### src/design/apcr_consts.svh
// Constants for the converter power control register bank.
`ifndef APCR_CONSTS_SVH
`define APCR_CONSTS_SVH
`define APCR_PWR_ADDR 32'h4000F004
`define APCR_CFG_ADDR 32'h4000F404
`define APCR_ADDR_LSB_MASK 32'h00000FFF
`define APCR_PWR_RESET 32'h000A0022
`define APCR_PWR_MASK 32'h001FFFB3
`define APCR_CFG_RESET 32'h31888C82
`define APCR_BIT_FAST_OFF 20
`define APCR_BIT_SLOW_EN 19
`define APCR_BIT_BGR 18
`define APCR_BIT_RST_OFF 17
`define APCR_BIT_CONV_EN 16
`define APCR_BIT_FUSE 7
`define APCR_BIAS_HI 31
`define APCR_BIAS_LO 30
`define APCR_TRIM_HI 29
`define APCR_TRIM_LO 28
`define APCR_CHN_HI 27
`define APCR_CHN_LO 25
`define APCR_BIT_SINGLE 24
`define APCR_RESP_OKAY 2'h0
`define APCR_RESP_SLVERR 2'h2
`endif

### src/design/apcr_pkg.sv
// Types for the converter power control register bank.
package apcr_pkg;
   typedef enum logic [1:0] {
      APCR_BIAS_4UA = 2'h0,
      APCR_BIAS_8UA = 2'h1,
      APCR_BIAS_20UA = 2'h2,
      APCR_BIAS_24UA = 2'h3
   } apcr_bias_type;
   typedef enum logic [2:0] {
      APCR_WR_IDLE = 3'h1,
      APCR_WR_RESP = 3'h2,
      APCR_WR_HOLD = 3'h4
   } apcr_wstate_type;
endpackage

### src/design/apcr_regs.sv
// AXI4-Lite register bank for the converter power and analog configuration words.
`timescale 1ns/1ps
`include "apcr_consts.svh"
module apcr_regs import apcr_pkg::*; (
   input wire logic SYS_CLK_I,
   input wire logic RST_I,
   input wire logic [31:0] AWADDR_I,
   input wire logic AWVALID_I,
   output logic AWREADY_O,
   input wire logic [31:0] WDATA_I,
   input wire logic [3:0] WSTRB_I,
   input wire logic WVALID_I,
   output logic WREADY_O,
   output logic [1:0] BRESP_O,
   output logic BVALID_O,
   input wire logic BREADY_I,
   input wire logic [31:0] ARADDR_I,
   input wire logic ARVALID_I,
   output logic ARREADY_O,
   output logic [31:0] RDATA_O,
   output logic [1:0] RRESP_O,
   output logic RVALID_O,
   input wire logic RREADY_I,
   output logic BANDGAP_REF_ENABLE_O,
   output logic CONVERTER_RESET_ENGINE_OFF_O,
   output logic CONVERTER_CONVERSION_ENABLE_O,
   output logic FUSE_BANK_POWER_ENABLE_O,
   output logic FAST_OSC_FORCE_OFF_O,
   output logic SLOW_OSC_ENABLE_O,
   output logic [31:0] PWR_CTRL_WORD_O,
   output logic [1:0] COMPARATOR_BIAS_SELECT_O,
   output logic [1:0] TRIM_CODE_O,
   output logic [2:0] INPUT_CHANNEL_SELECT_O,
   output logic SINGLE_OR_SCAN_SELECT_O,
   output logic [7:0] INPUT_ONEHOT_O,
   output logic [3:0] SCAN_CHANNELS_O,
   output logic [23:0] ANALOG_TUNE_O
);
   localparam logic [31:0] PWR_RST = `APCR_PWR_RESET;
   localparam logic [31:0] PWR_MSK = `APCR_PWR_MASK;
   localparam logic [31:0] CFG_RST = `APCR_CFG_RESET;
   localparam logic [31:0] ADDR_MSK = `APCR_ADDR_LSB_MASK;
   localparam logic [31:0] PWR_ADR = `APCR_PWR_ADDR;
   localparam logic [31:0] CFG_ADR = `APCR_CFG_ADDR;

   apcr_wstate_type wst_r;
   apcr_wstate_type wst_nxt;
   logic aw_got_r;
   logic aw_got_nxt;
   logic w_got_r;
   logic w_got_nxt;
   logic [31:0] awaddr_r;
   logic [31:0] awaddr_nxt;
   logic [31:0] wdata_r;
   logic [31:0] wdata_nxt;
   logic [3:0] wstrb_r;
   logic [3:0] wstrb_nxt;
   logic [1:0] bresp_r;
   logic [1:0] bresp_nxt;
   logic rvalid_r;
   logic rvalid_nxt;
   logic [31:0] rdata_r;
   logic [31:0] rdata_nxt;
   logic [1:0] rresp_r;
   logic [1:0] rresp_nxt;
   logic [31:0] pwr_q;
   logic [31:0] cfg_q;
   logic [31:0] out_pwr_r;
   logic [31:0] out_cfg_r;
   logic [7:0] onehot_r;
   logic [7:0] onehot_nxt;
   logic [3:0] scan_r;
   logic [3:0] scan_nxt;
   logic do_write;
   logic hit_pwr_w;
   logic hit_cfg_w;
   logic hit_pwr_r;
   logic hit_cfg_r;
   logic ar_take;

   // Only the low address bits are decoded against each register's page offset.
   assign hit_pwr_w = ((awaddr_r & ADDR_MSK) == (PWR_ADR & ADDR_MSK));
   assign hit_cfg_w = ((awaddr_r & ADDR_MSK) == (CFG_ADR & ADDR_MSK));
   assign hit_pwr_r = ((ARADDR_I & ADDR_MSK) == (PWR_ADR & ADDR_MSK));
   assign hit_cfg_r = ((ARADDR_I & ADDR_MSK) == (CFG_ADR & ADDR_MSK));
   assign do_write = (wst_r == APCR_WR_IDLE) && aw_got_r && w_got_r;

   assign AWREADY_O = (wst_r == APCR_WR_IDLE) && !aw_got_r;
   assign WREADY_O = (wst_r == APCR_WR_IDLE) && !w_got_r;
   assign BVALID_O = (wst_r == APCR_WR_RESP);
   assign BRESP_O = bresp_r;
   assign ARREADY_O = !rvalid_r;
   assign ar_take = ARVALID_I && !rvalid_r;
   assign RVALID_O = rvalid_r;
   assign RDATA_O = rdata_r;
   assign RRESP_O = rresp_r;

   always_comb begin
      wst_nxt = wst_r;
      aw_got_nxt = aw_got_r;
      w_got_nxt = w_got_r;
      awaddr_nxt = awaddr_r;
      wdata_nxt = wdata_r;
      wstrb_nxt = wstrb_r;
      bresp_nxt = bresp_r;
      case (wst_r)
         APCR_WR_IDLE: begin
            if (AWVALID_I && !aw_got_r) begin
               aw_got_nxt = 1'b1;
               awaddr_nxt = AWADDR_I;
            end
            if (WVALID_I && !w_got_r) begin
               w_got_nxt = 1'b1;
               wdata_nxt = WDATA_I;
               wstrb_nxt = WSTRB_I;
            end
            if (do_write) begin
               aw_got_nxt = 1'b0;
               w_got_nxt = 1'b0;
               bresp_nxt = (hit_pwr_w || hit_cfg_w) ? `APCR_RESP_OKAY : `APCR_RESP_SLVERR;
               wst_nxt = APCR_WR_RESP;
            end
         end
         APCR_WR_RESP: begin
            if (BREADY_I) begin
               wst_nxt = APCR_WR_IDLE;
            end
         end
         default: begin
            wst_nxt = APCR_WR_IDLE;
            aw_got_nxt = 1'b0;
            w_got_nxt = 1'b0;
         end
      endcase
   end

   always_ff @(posedge SYS_CLK_I) begin
      if (RST_I) begin
         wst_r <= APCR_WR_IDLE;
         aw_got_r <= 1'b0;
         w_got_r <= 1'b0;
         awaddr_r <= 32'h00000000;
         wdata_r <= 32'h00000000;
         wstrb_r <= 4'h0;
         bresp_r <= 2'h0;
      end else begin
         wst_r <= wst_nxt;
         aw_got_r <= aw_got_nxt;
         w_got_r <= w_got_nxt;
         awaddr_r <= awaddr_nxt;
         wdata_r <= wdata_nxt;
         wstrb_r <= wstrb_nxt;
         bresp_r <= bresp_nxt;
      end
   end

   // Unimplemented power bits are masked out of every write and read back as zero.
   apcr_word_reg #(
      .RESET_VAL(PWR_RST),
      .WR_MASK(PWR_MSK)
   ) u_pwr (
      .clk_i(SYS_CLK_I),
      .rst_i(RST_I),
      .we_i(do_write && hit_pwr_w),
      .wdata_i(wdata_r),
      .wstrb_i(wstrb_r),
      .q_o(pwr_q)
   );

   apcr_word_reg #(
      .RESET_VAL(CFG_RST),
      .WR_MASK(32'hFFFFFFFF)
   ) u_cfg (
      .clk_i(SYS_CLK_I),
      .rst_i(RST_I),
      .we_i(do_write && hit_cfg_w),
      .wdata_i(wdata_r),
      .wstrb_i(wstrb_r),
      .q_o(cfg_q)
   );

   always_comb begin
      rvalid_nxt = rvalid_r;
      rdata_nxt = rdata_r;
      rresp_nxt = rresp_r;
      if (rvalid_r && RREADY_I) begin
         rvalid_nxt = 1'b0;
      end
      if (ar_take) begin
         rvalid_nxt = 1'b1;
         rresp_nxt = `APCR_RESP_OKAY;
         if (hit_pwr_r) begin
            rdata_nxt = pwr_q & PWR_MSK;
         end else if (hit_cfg_r) begin
            rdata_nxt = cfg_q;
         end else begin
            rdata_nxt = 32'h00000000;
            rresp_nxt = `APCR_RESP_SLVERR;
         end
      end
   end

   always_ff @(posedge SYS_CLK_I) begin
      if (RST_I) begin
         rvalid_r <= 1'b0;
         rdata_r <= 32'h00000000;
         rresp_r <= 2'h0;
      end else begin
         rvalid_r <= rvalid_nxt;
         rdata_r <= rdata_nxt;
         rresp_r <= rresp_nxt;
      end
   end

   // Input decode: single mode lights the selected input, scan mode lights a bank of four.
   always_comb begin
      onehot_nxt = 8'h00;
      scan_nxt = 4'h0;
      onehot_nxt[cfg_q[`APCR_CHN_HI:`APCR_CHN_LO]] = 1'b1;
      if (!cfg_q[`APCR_BIT_SINGLE]) begin
         scan_nxt = 4'hF;
         if (cfg_q[`APCR_CHN_HI]) begin
            onehot_nxt = 8'hF0;
         end else begin
            onehot_nxt = 8'h0F;
         end
      end
   end

   always_ff @(posedge SYS_CLK_I) begin
      if (RST_I) begin
         out_pwr_r <= PWR_RST;
         out_cfg_r <= CFG_RST;
         onehot_r <= 8'h01;
         scan_r <= 4'h0;
      end else begin
         out_pwr_r <= pwr_q & PWR_MSK;
         out_cfg_r <= cfg_q;
         onehot_r <= onehot_nxt;
         scan_r <= scan_nxt;
      end
   end

   assign BANDGAP_REF_ENABLE_O = out_pwr_r[`APCR_BIT_BGR];
   assign CONVERTER_RESET_ENGINE_OFF_O = out_pwr_r[`APCR_BIT_RST_OFF];
   assign CONVERTER_CONVERSION_ENABLE_O = out_pwr_r[`APCR_BIT_CONV_EN];
   assign FUSE_BANK_POWER_ENABLE_O = out_pwr_r[`APCR_BIT_FUSE];
   assign FAST_OSC_FORCE_OFF_O = out_pwr_r[`APCR_BIT_FAST_OFF];
   assign SLOW_OSC_ENABLE_O = out_pwr_r[`APCR_BIT_SLOW_EN];
   assign PWR_CTRL_WORD_O = out_pwr_r;
   assign COMPARATOR_BIAS_SELECT_O = out_cfg_r[`APCR_BIAS_HI:`APCR_BIAS_LO];
   assign TRIM_CODE_O = out_cfg_r[`APCR_TRIM_HI:`APCR_TRIM_LO];
   assign INPUT_CHANNEL_SELECT_O = out_cfg_r[`APCR_CHN_HI:`APCR_CHN_LO];
   assign SINGLE_OR_SCAN_SELECT_O = out_cfg_r[`APCR_BIT_SINGLE];
   assign INPUT_ONEHOT_O = onehot_r;
   assign SCAN_CHANNELS_O = scan_r;
   assign ANALOG_TUNE_O = out_cfg_r[23:0];
endmodule

### src/design/apcr_word_reg.sv
// One 32-bit control word with a writable mask and byte strobes.
`timescale 1ns/1ps
module apcr_word_reg #(
   parameter logic [31:0] RESET_VAL = 32'h00000000,
   parameter logic [31:0] WR_MASK = 32'hFFFFFFFF
) (
   input wire logic clk_i,
   input wire logic rst_i,
   input wire logic we_i,
   input wire logic [31:0] wdata_i,
   input wire logic [3:0] wstrb_i,
   output logic [31:0] q_o
);
   logic [31:0] q_r;
   logic [31:0] q_nxt;
   logic [31:0] lane_mask;

   genvar g;
   generate
      for (g = 0; g < 4; g = g + 1) begin : g_lane
         assign lane_mask[g*8 +: 8] = {8{wstrb_i[g]}};
      end
   endgenerate

   always_comb begin
      q_nxt = q_r;
      if (we_i) begin
         q_nxt = ((q_r & ~(lane_mask & WR_MASK)) | (wdata_i & lane_mask & WR_MASK));
      end
   end

   always_ff @(posedge clk_i) begin
      if (rst_i) begin
         q_r <= RESET_VAL;
      end else begin
         q_r <= q_nxt;
      end
   end

   assign q_o = q_r;
endmodule

### config.mk
export PLATFORM = sky130hd
export DESIGN_NAME = apcr_regs
export DESIGN_NICKNAME = d
export VERILOG_FILES = /design/src/design/apcr_pkg.sv /design/src/design/apcr_regs.sv /design/src/design/apcr_word_reg.sv
export VERILOG_INCLUDE_DIRS = /design/src /design/src/design
export SDC_FILE = /design/constraint.sdc
export NUM_CORES = 1
export LEC_CHECK = 0
export BUFFER_PORTS_ARGS = -buffer_cell sky130_fd_sc_hd__buf_4
export CAP_MARGIN = 10
export CORE_ASPECT_RATIO = 0.9
export CORE_UTILIZATION = 54
export CTS_BUF_LIST = sky130_fd_sc_hd__clkbuf_16
export DETAILED_ROUTE_END_ITERATION = 8
export PLACE_DENSITY_LB_ADDON = 0.1
export SLEW_MARGIN = 15
export SYNTH_ARGS = -nofsm -noshare
export SYNTH_HDL_FRONTEND = slang
export SYNTH_SLANG_ARGS = --single-unit
### constraint.sdc
create_clock -name SYS_CLK_I -period 3.25 [get_ports SYS_CLK_I]
set_input_delay 0.1625 -clock SYS_CLK_I [delete_from_list [all_inputs] [get_ports SYS_CLK_I]]
set_output_delay 0.1625 -clock SYS_CLK_I [all_outputs]
set_load 0.05 [all_outputs]
== Word level (Yosys, flattened, before mapping) ==
Cells that the tools add are included.

* Register bits after elaboration: 230
* Word-level logic and storage cells: 80

* Reduce and logical (&&, ||, !) cells: 22
* Equality and inequality tests: 10
* Magnitude comparators: 2
* Muxes and demuxes: 21
* Bitwise logic cells: 8

{| class="wikitable"
|+ Operators with widths
! kind !! count
|-
| AND 32 bit || 3
|-
| 2-to-1 mux 32 bit || 2
|-
| NOT 21 -> 32 bit || 1
|-
| NOT 32 bit || 1
|-
| OR 32 x 21 -> 32 bit || 1
|-
| OR 32 bit || 1
|-
| == test 12 x 11 -> 1 bit, second input constant || 2
|-
| == test 12 x 3 -> 1 bit, second input constant || 2
|-
| 2-to-1 mux 8 bit || 2
|-
| AND reduction 2 bit || 6
|-
| logical AND 1 bit || 11
|-
| 2-to-1 mux 1 bit || 7
|-
| 2-to-1 mux 2 bit || 3
|-
| 2-to-1 mux 3 bit || 2
|-
| != test 3 x 2 -> 1 bit, second input constant || 2
|-
| case mux 3 bit (2 select lines) || 1
|-
| less-than comparator 3 x 4 -> 1 bit, second input constant || 1
|-
| 2-to-1 mux 4 bit || 1
|-
| case mux 1 bit (2 select lines) || 2
|-
| demux 1 bit (select 3 bit) || 1
|-
| == test 3 x 1 -> 1 bit, second input constant || 1
|-
| == test 3 x 2 -> 1 bit, second input constant || 1
|-
| greater-or-equal comparator 3 x 1 -> 1 bit, second input constant || 1
|-
| logical NOT 1 bit || 3
|-
| 5 further kinds || 5
|}

== Longest topological paths before layout ==
Gate-level depths: netlist of the first run.

* Depth in word-level cells: 5
* Gate-level depth with buffers: 6
* Depth with buffers taken out: 4

== By module ==
From an unflattened synthesis of the first run, not the netlist that was laid out.

* Cell total of the unflattened synthesis: 751
* Area, all modules: 7513.5 µm²

{| class="wikitable"
|+ By module, submodules not included
! module !! area an instance (µm²) !! cells an instance !! seq. area each (µm²) !! instances
|-
| apcr_regs || 5268.8 || 521 || 2922.8 || 1
|-
| apcr_word_reg (u_cfg) || 1313.8 || 135 || 640.6 || 1
|-
| apcr_word_reg (u_pwr) || 930.9 || 95 || 360.3 || 1
|}

== Worst setup path after synthesis of the first run ==
Ideal clock, no wire load.

* Kind: register to register
* From: reg wst_r[0]
* To: reg wdata_r[10]
* Slack: 0.706 ns
* Stages on the path, launching flop included: 6
* Library setup time: 0.132 ns
* Arrival: 2.412 ns
* Clock period less this slack: 2.544 ns
* Data required time: 3.118 ns
* Cells stage by stage: dfxtp_1 nor3b_1 nand2_1 clkbuf_1 nand2_1 a21oi_1

* Word-level cells in the longest chain between the ends: 2

{| class="wikitable"
|+ Ends and longest elaborated chain
! item !! RTL line !! source
|-
| start: declaration || apcr_regs.sv:46 || <nowiki>apcr_wstate_type wst_r;</nowiki>
|-
| start signal: assignment || apcr_regs.sv:147 || <nowiki>wst_r <= wst_nxt;</nowiki>
|-
| == test 3 x 1 -> 1 bit || apcr_regs.sv:106 || <nowiki>case (wst_r)</nowiki>
|-
| AND reduction 2 bit (no source line) || - ||
|-
| end signal: assignment || apcr_regs.sv:151 || <nowiki>wdata_r <= wdata_nxt;</nowiki>
|-
| end: declaration || apcr_regs.sv:54 || <nowiki>logic [31:0] wdata_r;</nowiki>
|}

No other way between the ends.
A chain may end at the register's enable or synchronous reset.

==> results of run 1 <==
[metrics by stage]
stage,total power [uW],setup slack [ns],hold WS [ns],util
CTS,5068,1.292,0.0008016,0.7548
floorplan,2777,0.7058,0.2615,-
detailed placement,2881,1.301,0.3517,0.6659
global route,5217,1.143,0.02756,0.7548
finish,5038,1.240,0.01659,0.7550
global placement,2872,1.302,0.3474,0.6659
[cell families after synthesis]
family                 synth area share
and+or+nand+nor                  0.1892
AOI/OAI and AO/OA               0.07093
muxes                            0.1017
buffers and inverters           0.07308
other                         0.0005395
DFF                              0.5645
[layout make-up]
class,instances,share of cell area
Sequential cell,196,0.4220
Clock buffer,17,0.04575
Inverter,48,0.01938
Clock inverter,15,0.02032
Tap cell,160,0.02153
Antenna cell,1,0.0002691
Timing Repair Buffer,222,0.1922
Multi-Input combinational cell,441,0.2786
[worst reg2reg max path: stages (launching register included)]
cell	delay, ns
dfxtp_1	0.32
nor4_1	0.30
and3_1	0.60
nand3_4	0.31
mux2_4	0.37
[what timing repair did]
item | CTS | global route
endpoints found under the setup margin | 0 | 0
hold buffers | 48 | 0
hold endpoints to repair | 48 | 0
setup buffers | 0 | 0
[placed cells by master (no fill, tap or decap), types with 3 or more instances in the layout]
cell	instances
dfxtp_1	196
buf_4	174
nand2_1	128
mux2i_1	62
nand2b_1	57
a21oi_1	56
inv_1	49
dlygate4sd3_1	48
nor2_1	38
o21ai_0	28
clkbuf_16	17
conb_1	16
nor2b_1	14
mux2_4	5
nor2_4	4
nand3_4	4
a22o_1	4
bufinv_16	4
nor3_1	3
nor4_1	3
clkinv_4	3
clkinv_2	3
[power by group through the flow]
stage,combinational (uW),clock (uW),sequential (uW)
floorplan,240,0,2540
global placement,340,0,2530
finish,396,2160,2480
global route,428,2300,2490
CTS,393,2190,2480
detailed placement,346,0,2530
[layer usage]
| metal | part of all wire | up-vias |
|---|---|---|
| met5 | 0 | - |
| met4 | 0.019 | 0 |
| met3 | 0.055 | 29 |
| met2 | 0.51 | 151 |
| met1 | 0.42 | 2462 |
| li1 | - | 2705 |
[worst max path at each step]
stage	startpoint	to	slack (ns)	depth (start not counted)
CTS	awaddr_r[11]$_SDFFE_PP0P_	flip-flop	1.29	4
global route	awaddr_r[11]$_SDFFE_PP0P_	flip-flop	1.14	4
finish	awaddr_r[3]$_SDFFE_PP0P_	flip-flop	1.24	4
global placement	awaddr_r[11]$_SDFFE_PP0P_	flip-flop	1.30	4
detailed placement	awaddr_r[11]$_SDFFE_PP0P_	flip-flop	1.30	4
floorplan	wst_r[0]$_SDFFE_PP1P_	wdata_r[10]$_SDFFE_PP0P_	0.71	5
==> results.json, run 1 <==
{
  "fin_crit_ns": 2.010,
  "met3_usage": 0.07158,
  "ioPinCount": 230,
  "synthToLayoutAreaGrowth_pct": 33.77,
  "finalClockSkew_ns": 0.01125,
  "comb_power_share": 0.079,
  "multi_input_area_um2": 2590,
  "worstHoldEndpoint": "wdata_r[20]$_SDFFE_PP0P_",
  "drive_gt1_frac": 0.2375,
  "p_sw_frac": 0.2273,
  "cts.sinks": 196,
  "max_stage_delay_ns": 0.60,
  "cp-start-kind": "flip-flop",
  "postRouteAntennaNets": 0,
  "fin_tns_setup_ns": 0,
  "synth_edf_count": 0,
  "cts_buffer_depth": 2,
  "die_h_um": 109.6,
  "layout.cells.non_filler": 1100,
  "r2r_setup_slack_ns": 1.24,
  "h-tree-depth": 4,
  "holdPathStages": 3,
  "cp-end-kind": "flip-flop",
  "antenna_found_initial": 1,
  "vias": 5347,
  "grt_pass1_vias": 5269,
  "drt_iter0_drc": 229,
  "die_x_um": 121.6,
  "dp_cells": 1019,
  "synth_cell_types": 37,
  "synthArstFlopShare": 0,
  "clkLatencyLatePin_ns": 0.44,
  "grt_pass1_wl_um": 25420,
  "nets": 1033,
  "yosysMostFrequentCell": "dfxtp_1",
  "drt-wirelength-per-cell_um": 14.51,
  "synthCells": 727,
  "grt.overflow.total": 0,
  "cp_max_fo": 8,
  "hp-class": "in -> reg",
  "status": "complete, no violations",
  "rr_worst_depth": 4,
  "place_area_um2": 8200,
  "fp-row-count": 38,
  "crit_slowest_cell": "and3_1",
  "fmax_ghz": 0.4975,
  "power.clock.fraction": 0.429,
  "path_cells": "nor4_1 -> and3_1 -> nand3_4 -> mux2_4",
  "seqCellArea_um2": 3924,
  "start_util": 0.5644,
  "cts.repair.resized": 0,
  "synth_area_leader_cell": "dfxtp_1",
  "maxCapViolations": 0,
  "cts-root-buf": "clkbuf_16",
  "grt.busiest_layer": "met2",
  "n_fill_cell": 891,
  "p_per_area_nw_per_um2": 541.9,
  "hold_violations": 0,
  "first_pass_iters": 4,
  "vdd_drop_max_mv": 0.4661,
  "dpl.hpwl_um": 10030,
  "cts_tree": "done",
  "place_congestion": 0.7861,
  "yosysWarnings": 0,
  "cts_buffers": 17,
  "synthFlopType": "dfxtp_1",
  "path_clk_slew_ns": 0.07,
  "critPathKind": "reg -> reg",
  "drv_slew": 0,
  "rsz0062_at_grt": "false",
  "p_leak_uw": 0.004379,
  "reg2reg_from": "awaddr_r[3]$_SDFFE_PP0P_",
  "finalCritPeriodShare": 0.6185,
  "cp_top_family": "simple AND/OR/NAND/NOR gates",
  "via_per_inst": 4.861,
  "avgSynthCellArea_um2": 9.560,
  "arrival_ns": 2.33,
  "crit_required_ns": 3.57,
  "synthTopCellsByCount": "196 x dfxtp_1, 129 x nand2_1, 62 x mux2i_1",
  "p_int_uw": 3893,
  "min_from": "WDATA_I[20]",
  "power.net_switching_uw": 1145,
  "wl_um": 15960,
  "max_slew_margin": 0.3761,
  "stdcell_area_um2": 9298,
  "ys_seq_area_frac": 0.5645,
  "worst-path-buf-inv": 0,
  "synth_top_area_share": 0.5645,
  "remaining_drc_errors": 0,
  "netlist_top_cells_area": "dfxtp_1 56%, mux2i_1 8.9%, nand2_1 7.0%",
  "core_area_um2": 12310,
  "grt_util_met1": 0.2893,
  "dieArea_um2": 13330,
  "io_buffers": 173,
  "synth_seq_cells": 196,
  "seqPwrFrac": 0.493,
  "grt_max_degree": 92,
  "grt_usage": 0.2527,
  "use_met2": 0.4456,
  "netlist_area_um2": 6950,
  "tightest_slew_ns": 0.9337,
  "setup_viol": 0
}
No activity file was read; power rests on OpenSTA's default activity.
==> run 2: changes to the inputs <==
--- a/config.mk
+++ b/config.mk
@@ -6,10 +6,11 @@
 export SDC_FILE = /design/constraint.sdc
 export NUM_CORES = 1
 export LEC_CHECK = 0
+export ABC_AREA = 1
 export BUFFER_PORTS_ARGS = -buffer_cell sky130_fd_sc_hd__buf_4
 export CAP_MARGIN = 10
 export CORE_ASPECT_RATIO = 0.9
-export CORE_UTILIZATION = 54
+export CORE_UTILIZATION = 46
 export CTS_BUF_LIST = sky130_fd_sc_hd__clkbuf_16
 export DETAILED_ROUTE_END_ITERATION = 8
 export PLACE_DENSITY_LB_ADDON = 0.1
==> constraint.sdc (replaced) <==
create_clock -name SYS_CLK_I -period 1.81 [get_ports SYS_CLK_I]
set_input_delay 0.0905 -clock SYS_CLK_I [delete_from_list [all_inputs] [get_ports SYS_CLK_I]]
set_output_delay 0.0905 -clock SYS_CLK_I [all_outputs]
set_load 0.05 [all_outputs]
==> run 2 against run 1 <==
Non-clock buffer count rose by 23. Critical path depth grew 2. Area after synthesis is 5.9% higher. Setup slack got worse by 1.0 ns. Die area rose by 24%. Sequential power increased by 84%. Via count rose by 21%. Largest cell class unchanged.
==> results.json, run 2 <==
{
  "seqCellArea_um2": 3925,
  "cts_buffer_depth": 2,
  "fin_crit_ns": 1.599,
  "netlist_top_cells_area": "dfxtp_1 53%, nor2_1 13%, nand2_1 8.0%",
  "finalClockSkew_ns": 0.01138,
  "total_power_uw": 9302,
  "critPathKind": "reg -> reg",
  "vias": 6454,
  "synth_seq_cells": 196,
  "n_fill_cell": 1441,
  "fp-row-count": 43,
  "place_congestion": 0.7712,
  "met2_wirelength_um": 8497,
  "cts-root-buf": "clkbuf_16",
  "antenna_found_initial": 0,
  "netlist_area_um2": 7363,
  "layout_commonest_cell": "nor2_1",
  "cts_buffers": 17,
  "synthFlopType": "dfxtp_1",
  "remaining_drc_errors": 0,
  "rsz0062_at_grt": "false",
  "yosysMostFrequentCell": "nor2_1",
  "synthArstFlopShare": 0,
  "met1_length_um": 8845,
  "synth_cell_types": 30,
  "postRouteAntennaNets": 0,
  "p_leak_uw": 0.004764,
  "yosys.area_share.simple": 0.3016,
  "grt_pass1_vias": 5837,
  "cp_max_fo": 8,
  "fmax_ghz": 0.6256,
  "core_area_um2": 15550,
  "io_buffers": 173,
  "synth_edf_count": 0,
  "hp-class": "in -> reg",
  "synth_mux_area_frac": 0,
  "avgSynthCellArea_um2": 7.775,
  "ys_seq_area_frac": 0.5329,
  "ioPinCount": 230,
  "drv_slew": 0,
  "most-common-layout-cells": "256 x nor2_1, 195 x dfxtp_1, 186 x buf_4",
  "finalCritPeriodShare": 0.8832,
  "clkLatencyLatePin_ns": 0.43,
  "highest-signal-layer": "met4",
  "cp-end-kind": "flip-flop",
  "wl_um": 18510,
  "cp-start-kind": "flip-flop",
  "dr_wl_met3_um": 1005,
  "drive_gt1_frac": 0.2216,
  "synth_compound_area_frac": 0.06678,
  "first_pass_iters": 5,
  "dpl.hpwl_um": 12190,
  "setup_ws_ns": 0.2114,
  "post-cts-setup-buffers": 0,
  "vdd_drop_max_mv": 0.6704,
  "p_per_area_nw_per_um2": 945.6,
  "multi_input_area_um2": 2780,
  "synth_top_family_by_area": "simple AND/OR/NAND/NOR gates",
  "die_x_um": 135.4,
  "crit_required_ns": 2.13,
  "synthToLayoutAreaGrowth_pct": 33.59,
  "drt_iter0_drc": 444,
  "hold_slack_ns": 0.01294,
  "arrival_ns": 1.92,
  "synth_area_leader_cell": "dfxtp_1",
  "setup_viol": 0,
  "cts.sinks": 196,
  "final_util": 0.6327,
  "dieArea_um2": 16520,
  "grt.overflow.total": 0,
  "path_clk_slew_ns": 0.06,
  "h-tree-depth": 4,
  "start_util": 0.4736,
  "via_per_inst": 4.708,
  "hold_violations": 0,
  "nets": 1264,
  "cts_tree": "done",
  "yosysWarnings": 0,
  "drt-wirelength-per-cell_um": 13.50,
  "synth-xor-area-share": 0,
  "grt_max_degree": 63,
  "synth_top_area_share": 0.5329,
  "insertedDiodeCount": 0,
  "synthCells": 947,
  "grt_usage": 0.2259,
  "grt_pass1_wl_um": 29060,
  "synthTopCellsByCount": "257 x nor2_1, 196 x dfxtp_1, 157 x nand2_1",
  "post-place-ws_ns": 0.2099,
  "status": "complete, no violations",
  "synth_fa_ha_area_frac": 0,
  "fin_tns_setup_ns": 0,
  "maxCapViolations": 0,
  "die_h_um": 122.0
}
-- run 2: cell types whose count changed in the layout (fill, tap and decap cells not counted), moves of 29 or more --
cell,delta
o21ai_0,+48
nor2_1,+218
a21oi_1,-38
nand2b_1,-57
nand3_1,+45
mux2i_1,-62
nand2_1,+29
-- run 2: logic make-up (layout without fill, tap and decap cells) --
family	Yosys count	in the layout
and+or+nand+nor	514	514
other	1	16
buffers and inverters	139	346
DFF	196	196
AOI/OAI and AO/OA	97	97
-- run 2: routing by layer --
metal,up-vias,GRT usage
met2,171,0.3686
met3,16,0.05452
met1,2919,0.2982
met4,0,0.05969
met5,-,0
li1,3348,-
-- run 2: worst paths after layout --
kind | cells after the start | slack [ns] | end | startpoint
max | 6 | 0.21 | flip-flop | awaddr_r[5]$_SDFFE_PP0P_
min | 3 | 0.01 | awaddr_r[1]$_SDFFE_PP0P_ | AWADDR_I[1]
max reg2reg | 6 | 0.21 | flip-flop | awaddr_r[5]$_SDFFE_PP0P_
min reg2reg | 2 | 0.43 | out_cfg_r[5]$_SDFF_PP0_ | flip-flop
-- run 2: critical path: stages, from the launching register on --
cell	delay, ns
dfxtp_1	0.31
nor2_2	0.12
nand3_1	0.09
nor2_2	0.32
nand4_1	0.37
nor2_1	0.19
nor2_1	0.07
-- run 2: metrics by stage --
step	instances	area [um2]
after detailed placement	1286	8723
after global placement	1286	8723
after floorplan	962	7427
after global routing	1371	9837
final	1371	9837
after CTS	1371	9836
-- run 2: timing repair --
action                     CTS  global route
hold endpoints to repair    60             0
setup endpoints to repair    0             1
hold buffers                54             0
resized for setup            0             1
-- run 2: cell type report --
cell class,count,area share
sequential,196,0.3990
multi-input combinational,627,0.2826
timing repair buffer,245,0.2071
clock buffer,17,0.04325
inverter,70,0.02747
tap,202,0.02569
clock inverter,14,0.01488
-- run 2: where the power goes --
| part | internal, uW | leakage, uW | switching (uW) |
|---|---|---|---|
| Sequential | 4460 | 0.00160 | 109 |
| Combinational | 392 | 0.00289 | 657 |
| Clock | 2130 | 0.000279 | 1560 |
